===== src/design/sdc_pkg.sv =====
/*
  Shared constants for the synchronous DRAM command and data timing core:
  command codes, mode word fields, reset values and clock-counted delays.
  Assumes a single 40 MHz clock shared with the memory controller.
*/
package sdc_pkg;

  // Clock rate
  localparam int CLK_MHZ = 40;

  // Command code {cs_b, ras_b, cas_b, we_b}
  localparam logic [3:0] CMD_LMR = 4'h0;
  localparam logic [3:0] CMD_REF = 4'h1;
  localparam logic [3:0] CMD_PRE = 4'h2;
  localparam logic [3:0] CMD_ACT = 4'h3;
  localparam logic [3:0] CMD_WR = 4'h4;
  localparam logic [3:0] CMD_RD = 4'h5;
  localparam logic [3:0] CMD_BST = 4'h6;
  localparam logic [3:0] CMD_NOP = 4'h7;

  // Mode word fields
  localparam int MR_BL_LSB = 0;
  localparam int MR_BT_BIT = 3;
  localparam int MR_CL_LSB = 4;
  localparam logic [2:0] MR_CL3 = 3'h3;
  localparam logic [2:0] MR_BL_PAGE = 3'h7;
  localparam logic [11:0] MR_RESET = 12'h030;

  // Address bit selecting auto precharge or all banks
  localparam int AP_BIT = 10;

  // Clock-counted delays
  localparam int CKE_LAT = 1;
  localparam int DQZ_LAT = 2;
  localparam int MRD_CYC = 2;

  // Power-up pause and refresh window
  localparam int PAUSE_US = 100;
  localparam int PAUSE_CYC = PAUSE_US * CLK_MHZ;
  localparam int PAUSE_W = 12;
  localparam int REF_MS = 64;
  localparam int REF_CYC = REF_MS * 1000 * CLK_MHZ;
  localparam int REF_W = 22;
  localparam logic [1:0] INIT_REFS = 2'h2;

  // Burst activity
  typedef enum logic [3:0] {
    SDC_OP_IDLE = 4'h1,
    SDC_OP_READ = 4'h2,
    SDC_OP_WRITE = 4'h4,
    SDC_OP_SELF = 4'h8
  } sdc_op_t;

endpackage


===== src/design/sdc_core.sv =====
/*
  Device-side command and data timing of a quad-bank synchronous DRAM,
  with a small flip-flop array standing in for the cell array.
  Assumes the controller drives all inputs from the same clock edge domain.

*/
`timescale 1ns/1ps
module sdc_core
  import sdc_pkg::*;
#(
  parameter int ADDR_W = 12,
  parameter int BA_W = 2,
  parameter int DQ_W = 16,
  parameter int DQM_W = 2,
  parameter int COL_W = 3,
  parameter int ROW_KEEP = 1,
  parameter int REF_LIMIT = REF_CYC
) (
  input wire logic clk,
  input wire logic rst_b,
  input wire logic cke,
  input wire logic cs_b,
  input wire logic ras_b,
  input wire logic cas_b,
  input wire logic we_b,
  input wire logic [BA_W-1:0] ba,
  input wire logic [ADDR_W-1:0] addr,
  input wire logic [DQM_W-1:0] dqm,
  input wire logic [DQ_W-1:0] dq_in,
  output logic [DQ_W-1:0] dq_out,
  output logic [DQM_W-1:0] dq_oe,
  output logic ready,
  output logic wbuf_ovf
);

  localparam int NB = 1 << BA_W;
  localparam int IDX_W = BA_W + ROW_KEEP + COL_W;
  localparam int DEPTH = 1 << IDX_W;
  localparam int LW = DQ_W / DQM_W;
  localparam int BW = IDX_W + DQM_W + DQ_W;

  typedef struct packed {
    logic cke;
    logic [DQM_W-1:0] dqm;
    sdc_op_t op;
    logic [BA_W-1:0] bank;
    logic [ADDR_W-1:0] row;
    logic [7:0] col0;
    logic [7:0] cnt;
    logic ap;
    logic [ADDR_W-1:0] mode;
    logic [NB-1:0] open;
    logic [NB-1:0][ADDR_W-1:0] rows;
    logic [1:0] pv;
    logic [1:0][DQ_W-1:0] pd;
    logic [DQ_W-1:0] dq_out;
    logic [DQM_W-1:0] dq_oe;
    logic [PAUSE_W-1:0] pause;
    logic [1:0] refs;
    logic ready;
    logic [REF_W-1:0] age;
    logic ovf;
    logic [DEPTH-1:0][DQ_W-1:0] mem;
  } sdc_state_t;

  sdc_state_t s_q;
  sdc_state_t s_d;

  ////////////////////////////////////////////////////////////////////////
  // Helpers

  // Burst length code to column wrap mask
  function automatic logic [7:0] bl_mask(input logic [2:0] code);
    case (code)
      3'h0: bl_mask = 8'h00;
      3'h1: bl_mask = 8'h01;
      3'h2: bl_mask = 8'h03;
      3'h3: bl_mask = 8'h07;
      3'h7: bl_mask = 8'hff;
      default: bl_mask = 8'h00;
    endcase
  endfunction

  // Column of burst word, sequential or interleaved
  function automatic logic [7:0] burst_col(input logic [7:0] c0, input logic [7:0] n,
                                           input logic [7:0] msk, input logic il);
    logic [7:0] low;
    low = il ? (c0 ^ n) : 8'(c0 + n);
    burst_col = (c0 & ~msk) | (low & msk);
  endfunction

  // Array index from bank, row and column
  function automatic logic [IDX_W-1:0] mk_idx(input logic [BA_W-1:0] b,
                                              input logic [ADDR_W-1:0] r,
                                              input logic [7:0] c);
    mk_idx = {b, r[ROW_KEEP-1:0], c[COL_W-1:0]};
  endfunction

  ////////////////////////////////////////////////////////////////////////
  // Write buffer between pins and array

  logic act;
  logic [3:0] cmd;
  logic [7:0] msk;
  logic fp;
  logic il;
  logic cl3;
  logic issue;
  logic i_rd;
  logic i_last;
  logic i_ap;
  logic [BA_W-1:0] i_bank;
  logic [ADDR_W-1:0] i_row;
  logic [7:0] i_col;
  logic [7:0] i_cnt;
  logic [IDX_W-1:0] i_idx;
  logic push;
  logic b_in_ready;
  logic b_out_valid;
  logic b_out_ready;
  logic [BW-1:0] b_in_data;
  logic [BW-1:0] b_out_data;
  logic [IDX_W-1:0] w_idx;
  logic [DQM_W-1:0] w_be;
  logic [DQ_W-1:0] w_data;

  sdc_buf2 #(
    .WIDTH(BW)
  ) u_wbuf (
    .clk(clk),
    .rst_b(rst_b),
    .in_valid(push),
    .in_ready(b_in_ready),
    .in_data(b_in_data),
    .out_valid(b_out_valid),
    .out_ready(b_out_ready),
    .out_data(b_out_data)
  );

  assign {w_idx, w_be, w_data} = b_out_data;

  ////////////////////////////////////////////////////////////////////////
  // Next-state logic
  always_comb begin
    s_d = s_q;
    act = s_q.cke;
    cmd = {cs_b, ras_b, cas_b, we_b};
    msk = bl_mask(s_q.mode[MR_BL_LSB +: 3]);
    fp = (s_q.mode[MR_BL_LSB +: 3] == MR_BL_PAGE);
    il = s_q.mode[MR_BT_BIT];
    cl3 = (s_q.mode[MR_CL_LSB +: 3] == MR_CL3);
    issue = 1'b0;
    i_rd = 1'b0;
    i_ap = s_q.ap;
    i_bank = s_q.bank;
    i_row = s_q.row;
    i_cnt = s_q.cnt;
    i_col = burst_col(s_q.col0, s_q.cnt, msk, il);

    // Clock enable takes effect one clock later
    s_d.cke = cke;

    // Power-up pause and refresh window tracking
    if (s_q.pause != PAUSE_W'(PAUSE_CYC)) begin
      s_d.pause = s_q.pause + 12'h001;
    end
    if (s_q.op == SDC_OP_SELF) begin
      s_d.age = '0;
    end else if (s_q.age != REF_W'(REF_LIMIT)) begin
      s_d.age = s_q.age + 22'h000001;
    end else begin
      s_d.refs = 2'h0;
    end

    if (act) begin
      s_d.dqm = dqm;
      // Running burst yields one word per clock
      if (s_q.op == SDC_OP_READ || s_q.op == SDC_OP_WRITE) begin
        issue = 1'b1;
        i_rd = (s_q.op == SDC_OP_READ);
      end
      if (s_q.op == SDC_OP_SELF) begin
        s_d.op = SDC_OP_IDLE;
      end else if (!cs_b) begin
        case (cmd)
          CMD_RD, CMD_WR: begin
            // New column command on any clock
            if (s_q.open[ba]) begin
              issue = 1'b1;
              i_rd = (cmd == CMD_RD);
              i_bank = ba;
              i_row = s_q.rows[ba];
              i_cnt = 8'h00;
              i_ap = addr[AP_BIT];
              i_col = burst_col(addr[7:0], 8'h00, msk, il);
              s_d.bank = ba;
              s_d.row = s_q.rows[ba];
              s_d.col0 = addr[7:0];
              s_d.ap = addr[AP_BIT];
            end
          end
          CMD_PRE: begin
            // Precharge into own bank stops the word stream
            if (addr[AP_BIT] || ba == s_q.bank) begin
              issue = 1'b0;
              if (s_q.op != SDC_OP_IDLE) begin
                s_d.op = SDC_OP_IDLE;
              end
            end
            if (addr[AP_BIT]) begin
              s_d.open = '0;
            end else begin
              s_d.open[ba] = 1'b0;
            end
          end
          CMD_BST: begin
            issue = 1'b0;
            s_d.op = SDC_OP_IDLE;
          end
          CMD_ACT: begin
            s_d.open[ba] = 1'b1;
            s_d.rows[ba] = addr;
          end
          CMD_LMR: begin
            s_d.mode = addr;
          end
          CMD_REF: begin
            if (!cke) begin
              s_d.op = SDC_OP_SELF;
            end else begin
              s_d.age = '0;
              if (s_q.pause == PAUSE_W'(PAUSE_CYC) && s_q.refs != INIT_REFS) begin
                s_d.refs = s_q.refs + 2'h1;
              end
            end
          end
          default: begin
          end
        endcase
      end
      i_last = !fp && (i_cnt == msk);
      // Burst bookkeeping and auto precharge at the end
      if (issue) begin
        s_d.op = i_rd ? SDC_OP_READ : SDC_OP_WRITE;
        s_d.cnt = i_cnt + 8'h01;
        if (i_last) begin
          s_d.op = SDC_OP_IDLE;
          if (i_ap) begin
            s_d.open[i_bank] = 1'b0;
          end
        end
      end
    end else begin
      i_last = 1'b0;
    end

    i_idx = mk_idx(i_bank, i_row, i_col);

    // Read pipeline, frozen while the internal clock is stopped
    if (act) begin
      s_d.pv[0] = issue & i_rd;
      s_d.pd[0] = s_q.mem[i_idx];
      s_d.pv[1] = s_q.pv[0];
      s_d.pd[1] = s_q.pd[0];
      // Latency select; mask sampled last edge floats lanes
      s_d.dq_out = cl3 ? s_q.pd[1] : s_q.pd[0];
      s_d.dq_oe = (cl3 ? s_q.pv[1] : s_q.pv[0]) ? ~s_q.dqm : '0;
    end

    // Write word taken on the command edge, masked lanes dropped
    push = act & issue & ~i_rd & (dqm != '1);
    b_in_data = {i_idx, ~dqm, dq_in};
    if (push && !b_in_ready) begin
      s_d.ovf = 1'b1;
    end

    // Array port shared; a read issue stalls the buffer drain
    b_out_ready = ~(act & issue & i_rd);
    if (b_out_valid && b_out_ready) begin
      for (int l = 0; l < DQM_W; l++) begin
        if (w_be[l]) begin
          s_d.mem[w_idx][l*LW +: LW] = w_data[l*LW +: LW];
        end
      end
    end

    s_d.ready = (s_q.pause == PAUSE_W'(PAUSE_CYC)) && (s_q.refs == INIT_REFS);
  end

  ////////////////////////////////////////////////////////////////////////
  // State register
  always_ff @(posedge clk) begin
    if (!rst_b) begin
      s_q <= '0;
      s_q.op <= SDC_OP_IDLE;
      s_q.mode <= ADDR_W'(MR_RESET);
    end else begin
      s_q <= s_d;
    end
  end

  // Outputs straight from flops
  assign dq_out = s_q.dq_out;
  assign dq_oe = s_q.dq_oe;
  assign ready = s_q.ready;
  assign wbuf_ovf = s_q.ovf;

endmodule


===== src/design/sdc_buf2.sv =====
/*
  Two-entry buffer with valid and ready on both sides.
  Assumes one clock and a synchronous active-low reset.
*/
`timescale 1ns/1ps
module sdc_buf2 #(
  parameter int WIDTH = 8
) (
  input wire logic clk,
  input wire logic rst_b,
  input wire logic in_valid,
  output logic in_ready,
  input wire logic [WIDTH-1:0] in_data,
  output logic out_valid,
  input wire logic out_ready,
  output logic [WIDTH-1:0] out_data
);

  typedef struct packed {
    logic [1:0][WIDTH-1:0] slot;
    logic rd;
    logic [1:0] cnt;
  } sdc_buf_t;

  sdc_buf_t b_q;
  sdc_buf_t b_d;
  logic push;
  logic pop;

  ////////////////////////////////////////////////////////////////////////
  // Handshake terms
  assign in_ready = (b_q.cnt != 2'h2);
  assign out_valid = (b_q.cnt != 2'h0);
  assign out_data = b_q.slot[b_q.rd];
  assign push = in_valid & in_ready;
  assign pop = out_valid & out_ready;

  // Next state
  always_comb begin
    b_d = b_q;
    if (push) begin
      b_d.slot[b_q.rd ^ b_q.cnt[0]] = in_data;
    end
    if (pop) begin
      b_d.rd = ~b_q.rd;
    end
    b_d.cnt = b_q.cnt + {1'b0, push} - {1'b0, pop};
  end

  // State register
  always_ff @(posedge clk) begin
    if (!rst_b) begin
      b_q <= '0;
    end else begin
      b_q <= b_d;
    end
  end

endmodule


===== config.mk =====
export PLATFORM = sky130hd
export DESIGN_NAME = sdc_core
export DESIGN_NICKNAME = d
export VERILOG_FILES = /design/src/design/sdc_pkg.sv /design/src/design/sdc_core.sv /design/src/design/sdc_buf2.sv
export SDC_FILE = /design/constraint.sdc
export NUM_CORES = 2
export LEC_CHECK = 0
export BUFFER_PORTS_ARGS = -buffer_cell sky130_fd_sc_hd__buf_2
export CAP_MARGIN = 15
export CORE_MARGIN = 2
export CORE_UTILIZATION = 36
export CTS_CLUSTER_DIAMETER = 200
export DETAILED_ROUTE_END_ITERATION = 16
export HOLD_SLACK_MARGIN = 0.03
export PLACE_DENSITY = 0.59
export SYNTH_ARGS = -nofsm -noshare
export SYNTH_HDL_FRONTEND = slang
export SYNTH_SLANG_ARGS = --single-unit
export TNS_END_PERCENT = 100

===== constraint.sdc =====
create_clock -name clk -period 3.9 [get_ports clk]
set_input_delay 0.585 -clock clk [delete_from_list [all_inputs] [get_ports clk]]
set_output_delay 0.585 -clock clk [all_outputs]
set_load 0.01 [all_outputs]

==> metrics <==
Area growth syn-to-layout=13.5%; die area=157000 um^2; Crit Path Class=flip-flop to flip-flop; R2R Path End=s_q[1082]$_SDFFE_PN0P_; Hold Path Origin=dq_in[11]; Reg2Reg Depth=10; Setup crit start kind=flip-flop; Leakage=34.9 nW; PwrDens=416 nW/um^2; worst skew pair latency=0.77 ns; clock-pin transition on the worst setup and hold timing paths=0.06 ns; Worst Max-Slew Pin Slew=1.06 ns; Net Count, Synth=6207; Net Sw Frac=0.226; core area=152000 um^2; die height=396 um; Worst EP arrival=4.38 ns; drt pass-1 iters=6; Slew Viols, Final=0; WL met1=76400 um; peak supply drop=446 uV; critical path peak fanout=9; status=completed; CTS tree=done; Async S/R FF share, synth=0; FMAX=268 MHz; Req. time, crit path=4.55 ns; Vias=45200; H-tree depth=4; routability cong.=0.853; Unique masters post-synth=73; number of synthesized flops with an enable pin=0; Tot Pwr=26.1 mW; IO Port Bufs=54; Detail Route Antenna Nets=0; Hold Path Stages=3; skew final=0.0253 ns; Die X=396 um; Reg power frac=0.474; antenna violations before repair=0; total gr overflow=0; I/O pin count=59; Initial Util=0.363; proportion of layout cells with a drive suffix above 1=0.117; max-cap viol count=0; Fin. Hold Viols=0; most frequent cells in the layout=1817 x nand2_1, 1200 x dfxtp_1, 1050 x o211a_1, 215 x nand3_1, 214 x a21oi_1; vias in the first global route=42300; Top FF cell, synth=dfxtp_1; Post-route DRC=0; worst hold path type=input port to flip-flop; part of the power in the clock network=0.489; WL per Instance=20.0 um; CTS sink count=1202; Final Setup Violations=0; wire length on met3=8770 um; CTS Root Buffer Type=clkbuf_16; All-Layer GR Usage=0.202; largest net degree at the start of global routing=205; crit path capture type=flip-flop; RSZ-0062 raised after global routing=no; setup slack, reg-to-reg=0.17 ns; Ys Warns=0; final wirelength=163000 um; met2 wire length=73300 um; Fin Setup TNS=0 ns; post-DP HPWL=102000 um; Total Nets Final=6061; uppermost layer routed=met4; Seq cells post-synth=1202; commonest non-fill, non-tap cell in the layout=nand2_1; num rows=143; first-pass GRT wire length=253000 um; Tmin final=3.73 ns; Synth area leaders=dfxtp_1 44%, o211a_1 19%, nand2_1 12%; Synth area leader=dfxtp_1; combinational group share of total power=0.037; post-synth top area share=0.436; syn avg cell area=8.97 um^2; FF-to-FF Start=s_q[1212]$_SDFFE_PN0P_; DR vias/cell=5.55; CTS buffer count=134; Tcrit/Tclk final=0.957; Max Buffers Root-to-Sink=3; sw power=5.90 mW; Slew HR=0.291; mapped cell area=55200 um^2; Seq/Total Area, Yosys=0.436; hold worst-path end=u_wbuf.b_q[14]$_SDFFE_PN0P_; Syn Inst Count=6157; P_int=20.2 mW; initial DRC count=3919
worst max-delay path by stage:
stage	from	end	slack, ns	depth (start not counted)
detailed placement	s_q[1187]$_SDFFE_PN0P_	s_q[1080]$_SDFFE_PN0P_	-0.05	12
finish	s_q[1212]$_SDFFE_PN0P_	s_q[1082]$_SDFFE_PN0P_	0.17	10
global route	s_q[1187]$_SDFFE_PN0P_	s_q[1083]$_SDFFE_PN0P_	0.03	11
CTS	s_q[1187]$_SDFFE_PN0P_	s_q[1080]$_SDFFE_PN0P_	0.02	12
global placement	s_q[1187]$_SDFFE_PN0P_	s_q[1080]$_SDFFE_PN0P_	-0.004	12
floorplan	ba[0]	s_q[702]$_SDFFE_PN0P_	0.60	11
critical path, cell delays in order, from the launching register on:
cell      delay [ns]
dfxtp_1         0.47
or4b_1          0.63
and3_1          0.40
mux2i_2         0.55
buf_4           0.24
or3_1           0.19
buf_4           0.23
o22ai_1         0.16
o41ai_1         0.47
buf_4           0.20
o211ai_1        0.07
power groups by stage:
stage	sequential, mW	combinational [mW]	clock [mW]
2_1_floorplan	12.6	0.600	0
3_3_place_gp	12.6	0.963	0
3_5_place_dp	12.6	0.965	0
4_1_cts	12.3	0.972	13.0
5_1_grt	12.4	1.02	13.5
6_report	12.4	0.972	12.7
cell usage after synthesis (all sizes together) (34+ instances only):
cell,n
mux4,34
nand2,1818
nand4,38
nand3,224
mux2,37
clkbuf,356
a22o,66
o211a,1050
a31oi,68
nor2b,83
buf,233
mux2i,172
dfxtp,1202
nor2,183
a21oi,214
stage by stage:
step | area [um^2] | hold WS, ns | utilization | setup WS [ns] | cells
floorplan | 55200 | 0.444 | - | 0.604 | 6157
global placement | 58200 | 0.456 | 0.383 | -0.00445 | 7899
detailed placement | 58200 | 0.464 | 0.383 | -0.0471 | 7899
CTS | 62600 | 0.0474 | 0.412 | 0.0246 | 8140
global route | 62700 | 0.0847 | 0.412 | 0.0257 | 8143
finish | 62700 | 0.0976 | 0.412 | 0.168 | 8144
cells by family (layout without fill, tap and decap cells):
logic type | Yosys count | after routing | share of synthesized area
and+or+nand+nor | 2475 | 2475 | 0.199
AOI/OAI and AO/OA | 1576 | 1576 | 0.253
DFF | 1202 | 1202 | 0.436
buffers and inverters | 618 | 574 | 0.0517
muxes | 243 | 243 | 0.0527
xor gates and xnor gates | 32 | 32 | 0.00508
adders and majority gates | 11 | 11 | 0.00263
other | 0 | 1 | 0
repair_timing:
action                                  CTS  global route
endpoints found under the hold margin     3             0
pin swaps                                 0             1
buffers inserted                          0             3
endpoints found under the setup margin    4             8
hold buffers                              3             0
gates cloned                              0             0
gates resized for setup                   1             2
routing by layer:
metal | global-route usage | vias to the layer above
met5 | 0 | -
met4 | 0.0640 | 0
met3 | 0.0255 | 227
met2 | 0.321 | 1205
met1 | 0.284 | 22200
li1 | - | 21600
flip-flops by register name (all words and copies together), names as in the netlist:
| name | count |
|---|---|
| u_wbuf.b_q | 51 |
| ready | 1 |
| act | 1 |
| dq_out | 16 |
| s_q | 1129 |
| wbuf_ovf | 1 |
| dq_oe | 2 |
| il | 1 |
area by class of cell:
cell class,count,area [um^2]
flip-flops and latches,1202,24100
well taps,2030,2540
clock buffers,204,4000
repair buffers,307,2940
clock inverters,34,410
multi-input cells,4337,28600
diodes,1,2.50
inverters,29,109
fillers,14800,89400
(Power assumes the default switching activity.)
